`src/rtl/uefc_pkg.sv`:
```
package uefc_pkg;

	// register byte offsets on the bus
	localparam logic [7:0] OFF_EFC = 8'h00;
	localparam logic [7:0] OFF_IER = 8'h04;
	localparam logic [7:0] OFF_ISR = 8'h08;
	localparam logic [7:0] OFF_FCR = 8'h0C;
	localparam logic [7:0] OFF_MCR = 8'h10;
	localparam logic [7:0] OFF_RES1 = 8'h14;
	localparam logic [7:0] OFF_RES2 = 8'h18;
	localparam logic [7:0] OFF_PAU1 = 8'h1C;
	localparam logic [7:0] OFF_PAU2 = 8'h20;
	localparam logic [7:0] OFF_TRIG = 8'h24;
	localparam logic [7:0] OFF_STAT = 8'h28;

	// enhanced feature control fields
	localparam int EFC_AUTO_CTS = 7;
	localparam int EFC_AUTO_RTS = 6;
	localparam int EFC_SPEC = 5;
	localparam int EFC_ENH = 4;
	localparam int EFC_TX_HI = 3;
	localparam int EFC_TX_LO = 2;
	localparam int EFC_RX_HI = 1;
	localparam int EFC_RX_LO = 0;

	// event bits, shared by status and enable registers
	localparam int EV_TRIG = 0;
	localparam int EV_PAUSE = 1;
	localparam int EV_RESUME = 2;
	localparam int EV_CTS = 3;
	localparam int EV_SPEC = 4;
	localparam int EV_RTS = 5;

	// fields that software can only write while the enhanced bit is set, then the event bit mask
	localparam logic [7:0] IER_PROT = 8'hF0;
	localparam logic [7:0] ISR_PROT = 8'h30;
	localparam logic [7:0] FCR_PROT = 8'h30;
	localparam logic [7:0] MCR_PROT = 8'hE0;
	localparam logic [7:0] EV_MASK = 8'h3F;

	localparam int FCR_FIFO_EN = 0;
	localparam int MCR_RTS = 1;

	// values after reset, and the receive level width
	localparam logic [7:0] EFC_RST = 8'h00;
	localparam logic [7:0] REG_RST = 8'h00;
	localparam int LEVEL_W = 7;
	localparam logic [6:0] TRIG_RST = 7'h01;

	// flow selection codes
	localparam logic [1:0] SEL_NONE = 2'b00;
	localparam logic [1:0] SEL_FIRST = 2'b10;
	localparam logic [1:0] SEL_SECOND = 2'b01;
	localparam logic [1:0] SEL_BOTH = 2'b11;

	typedef struct packed {
		logic valid;
		logic [7:0] data;
	} uefc_rx_t;

	typedef struct packed {
		logic allow;
		logic [1:0] sel;
		logic dual;
		logic [15:0] resume_seq;
		logic [15:0] pause_seq;
	} uefc_txflow_t;

endpackage

```
`src/rtl/uefc_char_match.sv`:
```
`timescale 1ns/1ps
module uefc_char_match (
	input wire logic pclk,
	input wire logic presetn,
	input wire logic ce,
	input wire uefc_pkg::uefc_rx_t rx,
	input wire logic [1:0] rx_sel,
	input wire logic dual,
	input wire logic spec_en,
	input wire logic [7:0] res1,
	input wire logic [7:0] res2,
	input wire logic [7:0] pau1,
	input wire logic [7:0] pau2,
	output logic resume_hit,
	output logic pause_hit,
	output logic spec_hit
);
	logic [7:0] prev_reg;
	logic prev_valid_reg;
	logic resume_reg;
	logic pause_reg;
	logic spec_reg;
	logic [7:0] one_res;
	logic [7:0] one_pau;
	logic dual_res;
	logic dual_pau;
	logic single_res;
	logic single_pau;
	logic res_next;
	logic pau_next;

	////////////////////////////////////////////////////////////////
	// bit 0 of every character register meets the received lsb
	assign one_res = (rx_sel == uefc_pkg::SEL_FIRST) ? res1 : res2;
	assign one_pau = (rx_sel == uefc_pkg::SEL_FIRST) ? pau1 : pau2;
	assign single_res = !dual && (rx_sel == uefc_pkg::SEL_FIRST ||
		rx_sel == uefc_pkg::SEL_SECOND) && rx.data == one_res;
	assign single_pau = !dual && (rx_sel == uefc_pkg::SEL_FIRST ||
		rx_sel == uefc_pkg::SEL_SECOND) && rx.data == one_pau;
	// two characters in order form one sequence
	assign dual_res = dual && prev_valid_reg && prev_reg == res1 &&
		rx.data == res2;
	assign dual_pau = dual && prev_valid_reg && prev_reg == pau1 &&
		rx.data == pau2;
	assign res_next = rx.valid && (single_res || dual_res);
	assign pau_next = rx.valid && (single_pau || dual_pau);

	always_ff @(posedge pclk or negedge presetn) begin
		if (!presetn) begin
			prev_reg <= 8'h00;
			prev_valid_reg <= 1'b0;
			resume_reg <= 1'b0;
			pause_reg <= 1'b0;
			spec_reg <= 1'b0;
		end else if (ce) begin
			resume_reg <= res_next;
			pause_reg <= pau_next;
			spec_reg <= rx.valid && spec_en && rx.data == pau2;
			if (rx.valid) begin
				prev_reg <= rx.data;
				// a finished pair must not seed an overlapping one
				prev_valid_reg <= !(dual_res || dual_pau);
			end
		end
	end

	assign resume_hit = resume_reg;
	assign pause_hit = pause_reg;
	assign spec_hit = spec_reg;
endmodule

```
`src/rtl/uefc_top.sv`:
```
// Our own choices: the APB register port and the placing of the registers.
`timescale 1ns/1ps
// Behaviour
// - auto CTS: high CTS pauses transmit
// - auto RTS: interrupt at trigger, RTS high after
// - RTS low again at or below trigger minus one
// - without hardware flow, RTS follows software bit
// - auto RTS read-back follows flow status
// - special detect compares second pause character
// - character bit 0 meets received lsb
// - protected fields writable only when enhanced set
// - clearing enhanced bit freezes protected fields
// - selection bits reset to zero
// - bits 3-2 pick transmit flow characters
// - bits 1-0 pick receive compare characters
// - receive 11 with transmit set compares pairs
// - dual mode sends or matches two in order
module uefc_top (
	input wire logic pclk,
	input wire logic presetn,
	input wire logic ce,
	input wire logic psel,
	input wire logic penable,
	input wire logic pwrite,
	input wire logic [7:0] paddr,
	input wire logic [31:0] pwdata,
	output logic [31:0] prdata,
	output logic pready,
	output logic pslverr,
	input wire uefc_pkg::uefc_rx_t rx_in,
	input wire logic [uefc_pkg::LEVEL_W-1:0] rx_level,
	input wire logic cts_n,
	output logic rts_n,
	output uefc_pkg::uefc_txflow_t tx_flow,
	output logic irq
);
	localparam int LW = uefc_pkg::LEVEL_W;

	logic [7:0] efc_reg;
	logic [7:0] ier_reg;
	logic [7:0] isr_reg;
	logic [7:0] fcr_reg;
	logic [7:0] mcr_reg;
	logic [7:0] res1_reg;
	logic [7:0] res2_reg;
	logic [7:0] pau1_reg;
	logic [7:0] pau2_reg;
	logic [LW-1:0] trig_reg;
	logic [31:0] prdata_reg;
	logic cts_meta_reg;
	logic cts_sync_reg;
	logic cts_prev_reg;
	logic rts_hold_reg;
	logic rts_n_reg;
	logic trig_seen_reg;
	logic sw_paused_reg;
	logic tx_allow_reg;

	////////////////////////////////////////////////////////////////
	// protected fields keep their old value unless enhanced is set
	function automatic logic [7:0] guard(input logic [7:0] old_v,
		input logic [7:0] new_v, input logic [7:0] prot, input logic en);
		guard = en ? new_v : ((new_v & ~prot) | (old_v & prot));
	endfunction

	////////////////////////////////////////////////////////////////
	// bus decode
	wire setup = psel && !penable;
	wire access = psel && penable && ce;
	wire wr = access && pwrite;
	wire [7:0] wd = pwdata[7:0];
	wire hit_efc = paddr == uefc_pkg::OFF_EFC;
	wire hit_ier = paddr == uefc_pkg::OFF_IER;
	wire hit_isr = paddr == uefc_pkg::OFF_ISR;
	wire hit_fcr = paddr == uefc_pkg::OFF_FCR;
	wire hit_mcr = paddr == uefc_pkg::OFF_MCR;
	wire hit_res1 = paddr == uefc_pkg::OFF_RES1;
	wire hit_res2 = paddr == uefc_pkg::OFF_RES2;
	wire hit_pau1 = paddr == uefc_pkg::OFF_PAU1;
	wire hit_pau2 = paddr == uefc_pkg::OFF_PAU2;
	wire hit_trig = paddr == uefc_pkg::OFF_TRIG;
	wire hit_stat = paddr == uefc_pkg::OFF_STAT;
	wire mapped = hit_efc || hit_ier || hit_isr || hit_fcr || hit_mcr ||
		hit_res1 || hit_res2 || hit_pau1 || hit_pau2 || hit_trig ||
		hit_stat;
	wire enh = efc_reg[uefc_pkg::EFC_ENH];

	////////////////////////////////////////////////////////////////
	// mode decode
	wire [1:0] tx_sel = efc_reg[uefc_pkg::EFC_TX_HI:uefc_pkg::EFC_TX_LO];
	wire [1:0] rx_sel = efc_reg[uefc_pkg::EFC_RX_HI:uefc_pkg::EFC_RX_LO];
	wire fifo_en = fcr_reg[uefc_pkg::FCR_FIFO_EN];
	wire auto_cts = efc_reg[uefc_pkg::EFC_AUTO_CTS];
	// hardware rts flow needs the fifo to be running
	wire hw_rts = efc_reg[uefc_pkg::EFC_AUTO_RTS] && fifo_en;
	// receive 11 only means pairs when a transmit mode is also chosen
	wire rx_dual = rx_sel == uefc_pkg::SEL_BOTH &&
		tx_sel != uefc_pkg::SEL_NONE;
	wire rx_flow_on = rx_sel != uefc_pkg::SEL_NONE &&
		(rx_sel != uefc_pkg::SEL_BOTH || rx_dual);
	wire [LW-1:0] trig_m1 = trig_reg - LW'(1);
	wire at_trig = fifo_en && rx_level >= trig_reg;
	wire above_trig = fifo_en && rx_level > trig_reg;
	wire below_low = rx_level < trig_m1 || rx_level == trig_m1;

	////////////////////////////////////////////////////////////////
	// character matching
	logic resume_hit;
	logic pause_hit;
	logic spec_hit;

	uefc_char_match u_match (
		.pclk(pclk),
		.presetn(presetn),
		.ce(ce),
		.rx(rx_in),
		.rx_sel(rx_sel),
		.dual(rx_dual),
		.spec_en(efc_reg[uefc_pkg::EFC_SPEC]),
		.res1(res1_reg),
		.res2(res2_reg),
		.pau1(pau1_reg),
		.pau2(pau2_reg),
		.resume_hit(resume_hit),
		.pause_hit(pause_hit),
		.spec_hit(spec_hit)
	);

	////////////////////////////////////////////////////////////////
	// events into sticky status; set beats a same-cycle clear
	wire rts_edge = hw_rts && above_trig && !rts_hold_reg;
	wire [7:0] ev_set = {2'b00, rts_edge, spec_hit,
		cts_sync_reg != cts_prev_reg, resume_hit && rx_flow_on,
		pause_hit && rx_flow_on,
		hw_rts && at_trig && !trig_seen_reg};
	wire [7:0] isr_clr = (wr && hit_isr) ?
		(wd & uefc_pkg::EV_MASK & (enh ? 8'hFF : ~uefc_pkg::ISR_PROT)) :
		8'h00;
	wire [7:0] isr_next = (isr_reg & ~isr_clr) | ev_set;

	// readable auto-rts bit shows whether hardware flow is live
	wire [7:0] efc_rd = {efc_reg[7], hw_rts, efc_reg[5:0]};
	wire [7:0] stat_rd = {3'b000, sw_paused_reg, rts_hold_reg,
		tx_allow_reg, rts_n_reg, cts_sync_reg};
	wire [31:0] rd_mux =
		hit_efc ? {24'h000000, efc_rd} :
		hit_ier ? {24'h000000, ier_reg} :
		hit_isr ? {24'h000000, isr_reg} :
		hit_fcr ? {24'h000000, fcr_reg} :
		hit_mcr ? {24'h000000, mcr_reg} :
		hit_res1 ? {24'h000000, res1_reg} :
		hit_res2 ? {24'h000000, res2_reg} :
		hit_pau1 ? {24'h000000, pau1_reg} :
		hit_pau2 ? {24'h000000, pau2_reg} :
		hit_trig ? {{(32-LW){1'b0}}, trig_reg} :
		hit_stat ? {24'h000000, stat_rd} : 32'h00000000;

	////////////////////////////////////////////////////////////////
	// register file
	always_ff @(posedge pclk or negedge presetn) begin
		if (!presetn) begin
			efc_reg <= uefc_pkg::EFC_RST;
			ier_reg <= uefc_pkg::REG_RST;
			fcr_reg <= uefc_pkg::REG_RST;
			mcr_reg <= uefc_pkg::REG_RST;
			res1_reg <= uefc_pkg::REG_RST;
			res2_reg <= uefc_pkg::REG_RST;
			pau1_reg <= uefc_pkg::REG_RST;
			pau2_reg <= uefc_pkg::REG_RST;
			trig_reg <= uefc_pkg::TRIG_RST;
		end else if (wr) begin
			if (hit_efc)
				efc_reg <= wd;
			// legacy software cannot touch the protected fields
			if (hit_ier)
				ier_reg <= guard(ier_reg, wd, uefc_pkg::IER_PROT, enh);
			if (hit_fcr)
				fcr_reg <= guard(fcr_reg, wd, uefc_pkg::FCR_PROT, enh);
			if (hit_mcr)
				mcr_reg <= guard(mcr_reg, wd, uefc_pkg::MCR_PROT, enh);
			if (hit_res1)
				res1_reg <= wd;
			if (hit_res2)
				res2_reg <= wd;
			if (hit_pau1)
				pau1_reg <= wd;
			if (hit_pau2)
				pau2_reg <= wd;
			if (hit_trig)
				trig_reg <= pwdata[LW-1:0];
		end
	end

	always_ff @(posedge pclk or negedge presetn) begin
		if (!presetn) begin
			isr_reg <= uefc_pkg::REG_RST;
			prdata_reg <= 32'h00000000;
		end else if (ce) begin
			isr_reg <= isr_next;
			if (setup)
				prdata_reg <= rd_mux;
		end
	end

	////////////////////////////////////////////////////////////////
	// cts pin synchroniser; reset to the clear-to-send level so that
	// release of reset does not log a false cts change
	always_ff @(posedge pclk or negedge presetn) begin
		if (!presetn) begin
			cts_meta_reg <= 1'b0;
			cts_sync_reg <= 1'b0;
			cts_prev_reg <= 1'b0;
		end else if (ce) begin
			cts_meta_reg <= cts_n;
			cts_sync_reg <= cts_meta_reg;
			cts_prev_reg <= cts_sync_reg;
		end
	end

	////////////////////////////////////////////////////////////////
	// flow state
	wire hold_next = !hw_rts ? 1'b0 :
		above_trig ? 1'b1 :
		below_low ? 1'b0 : rts_hold_reg;
	wire rts_n_next = hw_rts ? hold_next :
		!mcr_reg[uefc_pkg::MCR_RTS];
	// pause/resume only act while receive flow is on
	wire paused_next = !rx_flow_on ? 1'b0 :
		pause_hit ? 1'b1 :
		resume_hit ? 1'b0 : sw_paused_reg;
	// the transmitter samples allow before each character start
	wire allow_next = !(auto_cts && cts_sync_reg) && !paused_next;

	always_ff @(posedge pclk or negedge presetn) begin
		if (!presetn) begin
			rts_hold_reg <= 1'b0;
			rts_n_reg <= 1'b1;
			trig_seen_reg <= 1'b0;
			sw_paused_reg <= 1'b0;
			tx_allow_reg <= 1'b1;
		end else if (ce) begin
			rts_hold_reg <= hold_next;
			rts_n_reg <= rts_n_next;
			trig_seen_reg <= hw_rts && at_trig;
			sw_paused_reg <= paused_next;
			tx_allow_reg <= allow_next;
		end
	end

	////////////////////////////////////////////////////////////////
	// outputs
	assign pready = penable && ce;
	assign pslverr = psel && penable && !mapped;
	assign prdata = prdata_reg;
	assign rts_n = rts_n_reg;
	assign irq = |(isr_reg & ier_reg & uefc_pkg::EV_MASK);
	assign tx_flow.allow = tx_allow_reg;
	assign tx_flow.sel = tx_sel;
	assign tx_flow.dual = tx_sel == uefc_pkg::SEL_BOTH;
	// dual mode sends first then second character
	assign tx_flow.resume_seq = (tx_sel == uefc_pkg::SEL_SECOND) ?
		{8'h00, res2_reg} : {res1_reg, res2_reg};
	assign tx_flow.pause_seq = (tx_sel == uefc_pkg::SEL_SECOND) ?
		{8'h00, pau2_reg} : {pau1_reg, pau2_reg};
endmodule

```
`config.mk`:
```
export PLATFORM = sky130hd
export DESIGN_NAME = uefc_top
export DESIGN_NICKNAME = d
export VERILOG_FILES = /design/src/rtl/uefc_pkg.sv /design/src/rtl/uefc_char_match.sv /design/src/rtl/uefc_top.sv
export SDC_FILE = /design/constraint.sdc
export NUM_CORES = 1
export LEC_CHECK = 0
export ABC_AREA = 1
export BUFFER_PORTS_ARGS = -buffer_cell sky130_fd_sc_hd__buf_2
export CAP_MARGIN = 10
export CORE_AREA = 10 10 117 119
export DETAILED_ROUTE_END_ITERATION = 6
export DIE_AREA = 0 0 127 129
export GPL_TIMING_DRIVEN = 0
export PLACE_DENSITY = 0.85
export SYNTH_ARGS = -nofsm -noshare
export SYNTH_HDL_FRONTEND = slang
export SYNTH_SLANG_ARGS = --single-unit
```
`constraint.sdc`:
```
create_clock -name pclk -period 4.1 [get_ports pclk]
set_clock_uncertainty 0.1 [all_clocks]
set_input_delay 0.82 -clock pclk [delete_from_list [all_inputs] [get_ports pclk]]
set_output_delay 0.82 -clock pclk [all_outputs]
set_load 0.005 [all_outputs]
```
* Word level (Yosys, flattened, before mapping)
Index checks and enable logic that the tools add are counted.
Word-level totals: register bits 131, memory bits (read-only) 0, bits of input ports 63, latch bits 0, RAM bits 0, memories kept 0, word-level logic and storage cells 159, output and inout port bits 72
Operators by class: $add $sub $neg 1, eq/ne operators 24, multipliers 0, muxes and demuxes 27, magnitude comparators 3, bitwise logic cells 8, shifts and indexed selects 0, divide/modulo/power cells 0, reductions and logical operators 72
Operator list (number):
- $mux 8 | 15
- $eq 8x8->1 | 6
- $eq 8x5->1 const B | 4
- $logic_and 1x1->1 | 32
- $mux 16 | 2
- $eq 8x6->1 const B | 3
- $reduce_and 2->1 | 11
- $eq 8x4->1 const B | 2
- $logic_or 1x1->1 | 16
- $or 8x6->8 | 2
- $logic_not 1->1 | 9
- $and 6x8->8 | 1
- $and 8x8->8 | 1
- $eq 8x3->1 const B | 1
- $logic_not 8->1 | 1
- $not 8->8 | 1
- $or 4x8->8 | 1
- $or 5x8->8 | 1
- $eq 7x7->1 | 1
- $ge 7x7->1 | 1
- $gt 7x7->1 | 1
- $lt 7x7->1 | 1
- $mux 1 | 7
- $mux 7 | 1
- other kinds (10) | 14

* Depth between registers and ports, before layout
depth after elaboration 13, gate-level depth with buffers 16

* By module
Synthesis repeated with hierarchy kept, for this count alone.
Second synthesis, totals: cells, all modules 941, area, all modules 6612.6 µm²
Modules (own cells, without submodules):
- uefc_top | sequential area each 2331.0 µm², times used 1, cells an instance 669, area each 5177.5 µm²
- uefc_char_match | sequential area each 300.3 µm², times used 1, cells an instance 272, area each 1435.1 µm²

* Worst setup path before layout
Ideal clock, no wire load.
path kind input -> output, from input port paddr[5], to output port pslverr, stages on the path 6, buffers on the path 0, data arrival time 1583 ps, slack 1597 ps, required time 3180 ps, cells stage by stage inv_1 -> nand3_2 -> inv_2 -> nand2_4 -> nand2_1 -> nor4_1
Between the ends: word-level cells in the longest chain between the ends 13, elaborated cells between the ends (all ways) 23, those cells by class eq/ne: 10; reduce/logical: 13
RTL lines:
- start, declared | RTL line uefc_top.sv:25 | input wire logic [7:0] paddr,
- $eq 8x3->1 / $logic_not 8->1 (equally long branches) | RTL line uefc_top.sv:73, uefc_top.sv:72
- $logic_or 1x1->1 (5 in a row) | RTL line uefc_top.sv:83 | wire mapped = hit_efc || hit_ier || hit_isr || hit_fcr || hit_mcr ||
- $logic_or 1x1->1 (4 in a row) | RTL line uefc_top.sv:84 | hit_res1 || hit_res2 || hit_pau1 || hit_pau2 || hit_trig ||
- $logic_or 1x1->1 (*) | RTL line uefc_top.sv:84
- $logic_not 1->1 (*) | RTL line uefc_top.sv:253 | assign pslverr = psel && penable && !mapped;
- $logic_and 1x1->1 (*) | RTL line uefc_top.sv:253
- end, declared | RTL line uefc_top.sv:29 | output logic pslverr,
Mark *: on every way between the ends. The rest lies on a longest branch, timed or not.

* Final worst setup path
from input port paddr[2], to output port pslverr
Same word-level chain as after synthesis.

==> flow_summary.ini <==
[status]
status = finished clean

[global_routing]
grt_overflow = 0
grt_max_degree = 65
grt_pass1_vias = 5889
antenna_found_initial = 0
track_usage = 0.238
grt_first_pass_wirelength_mm = 31.3

[yosys]
synth_xor_area_frac = 0.0393
async_flop_share = 1.00
synth_cell_types = 45
synth_top_family_by_area = simple AND/OR/NAND/NOR gates
synthAdderAreaFrac = 0.0338
synth-edff-count = 0
synthMuxAreaShare = 0
synth-simple-area-share = 0.286
ys_top_cells_by_area = dfrtp_1 38%, nand2_1 14%, inv_1 4.5%, o21ai_0 4.1%, nor2_1 3.4%
yosysWarnings = 0
synth.top_cell.area_share = 0.383
yosysTopAreaCell = dfrtp_1
synth-compound-area-share = 0.137
synth.most_common_cell = nand2_1
yosysSeqAreaShare = 0.395
synth_common_cells = 241 x nand2_1, 102 x dfrtp_1, 80 x inv_1
yosys_most_used_dff = dfrtp_1
syn-cell-area_um2 = 6660
syn_area_per_cell_um2 = 7.70
synth_seq_cells = 105
synthCells = 865

[cells_and_area]
regArea_um2 = 2630
nets = 1064
final_cell_count_no_fill = 1131
multi_input_area_um2 = 3390
area.growth.synth_to_final_pct = 14.8
fill_cells = 966
fin_area_um2 = 7640
antenna_cells = 0
drive_gt1_frac = 0.221
utilization = 0.675

[timing]
period_share = 0.729
setup_ws_ns = 1.11
rsz0062_at_grt = no
hold_viol_final = 0
min_period_ns = 2.99
relSlewSlack = 0.603
max_slew.worst_pin.slew_ns = 0.595
slew_violations = 0
timing.hold.ws_ns = 0.354
setup_violations = 0
fmax_mhz = 335
tns_ns = 0

[critical_path]
crit_arrival_ns = 2.07
critPathCaptureType = primary output
startpoint_type = input port
critical_path_class = in -> out
crit_path_max_fanout = 5
worstPathRequired_ns = 3.18

[floorplan]
core_region_area_um2 = 11300
io_pins = 135
num_rows = 39
die_h_um = 129
die_x_um = 127
initial_utilization = 0.588
die_area_um2 = 16400

[clocking]
root_buffer = clkbuf_16
cts_tree = built
ctsResizeCount = 0
path_clk_slew_ns = 0.07
worst_skew_pair.late_latency_ns = 0.35
cts_setup_buffers = 0
htreeDepth = 3
cts-buffers-inserted = 9
cts.hold.buffers_added = 0
cts.sinks = 105
cts_max_path_buffers = 2

[placement]
place_congestion = 0.969
dp_hpwl_mm = 15.3
port_buffers = 83
placed_area_um2 = 7370
dp_slack_ns = 1.14
post-place-cells = 1115

[power]
p_sw_mw = 0.579
power.total_mw = 2.15
leakage_nw = 4.12
switching_share = 0.270
ir_worst_vdd_v = 0.000257
p_int_mw = 1.57
clock_power_share = 0.380
power_frac_comb = 0.114
p_seq_frac = 0.506
power.density_nw_per_um2 = 281

[hold_path]
worstHoldPathType = in -> async

[route]
wl_per_cell_um = 17.8
drcViolationCount = 0
postRouteWirelength_mm = 20.1
drt_iter0_markers = 762
via_per_inst = 5.56
ant_nets = 0
firstDrtPassIters = 6
vias = 6289

[flow_run]
maxCapViolCount = 0
## worst max-delay path, stage by stage
cell and delay (ns):
buf_2 0.12, inv_1 0.07, nand2_2 0.09, nor2_4 0.06, inv_2 0.07, nor2_4 0.05
inv_2 0.11, nand2_1 0.07, nor4_1 0.41, buf_2 0.20
## placed cells by master, fill, tap and decap left out, drive strengths merged
cell type / n
o31ai: 3
a211oi: 1
nand3: 37
clkinv: 3
nand4: 15
o31a: 1
o2111ai: 1
o21bai: 1
conb: 24
xor2: 18
a221oi: 4
o21ai: 114
dfstp: 3
inv: 98
xnor2: 11
buf: 125
nor4: 4
and2: 3
clkinvlp: 1
nand2: 266
nor3: 7
nor2: 72
a22o: 1
nor3b: 2
o211ai: 1
a21oi: 28
clkbuf: 16
o22ai: 6
dfrtp: 102
or2: 2
ha: 18
## kinds of logic after synthesis
group	Yosys count
compound gates	161
xor+xnor	29
fa+ha+maj	18
buf+inv	143
flops	105
other cells	1
simple gates	408
## cell type report
cell class,instances,share of cell area
inverter,97,0.0493
multi-input combinational,640,0.444
clock inverter,5,0.00508
clock buffer,11,0.0305
timing repair buffer,84,0.0583
sequential,105,0.344
buffer,46,0.0454
tap,143,0.0234
## worst paths after layout
kind                       slack, ns           from                  end  cells after the start
max                             1.11       paddr[2]              pslverr                     10
max reg2reg                     1.52    trig_reg[0]                rts_n                     16
min                             0.35        presetn          trig_reg[5]                      1
min reg2reg                     0.36  trig_seen_reg           isr_reg[0]                      1
min in group pclk               0.36  trig_seen_reg           isr_reg[0]                      1
max in group asynchronous       2.85        presetn  u_match.prev_reg[6]                      2
## power groups by stage
stage                     Combinational, mW  Sequential (mW)  Clock, mW
after global routing                  0.274             1.09      0.859
after global placement                0.233             1.10          0
after detailed placement              0.242             1.10          0
after floorplan                       0.147             1.10          0
final                                 0.246             1.08      0.815
after CTS                             0.243             1.08      0.816
## metal layers
metal,vias up,part of all wire,track usage
li1,2985,-,-
met1,2908,0.41,0.303
met2,334,0.46,0.382
met3,62,0.099,0.0604
met4,0,0.035,0.0951
met5,-,0,0
No activity file was read; power rests on OpenSTA's default activity.
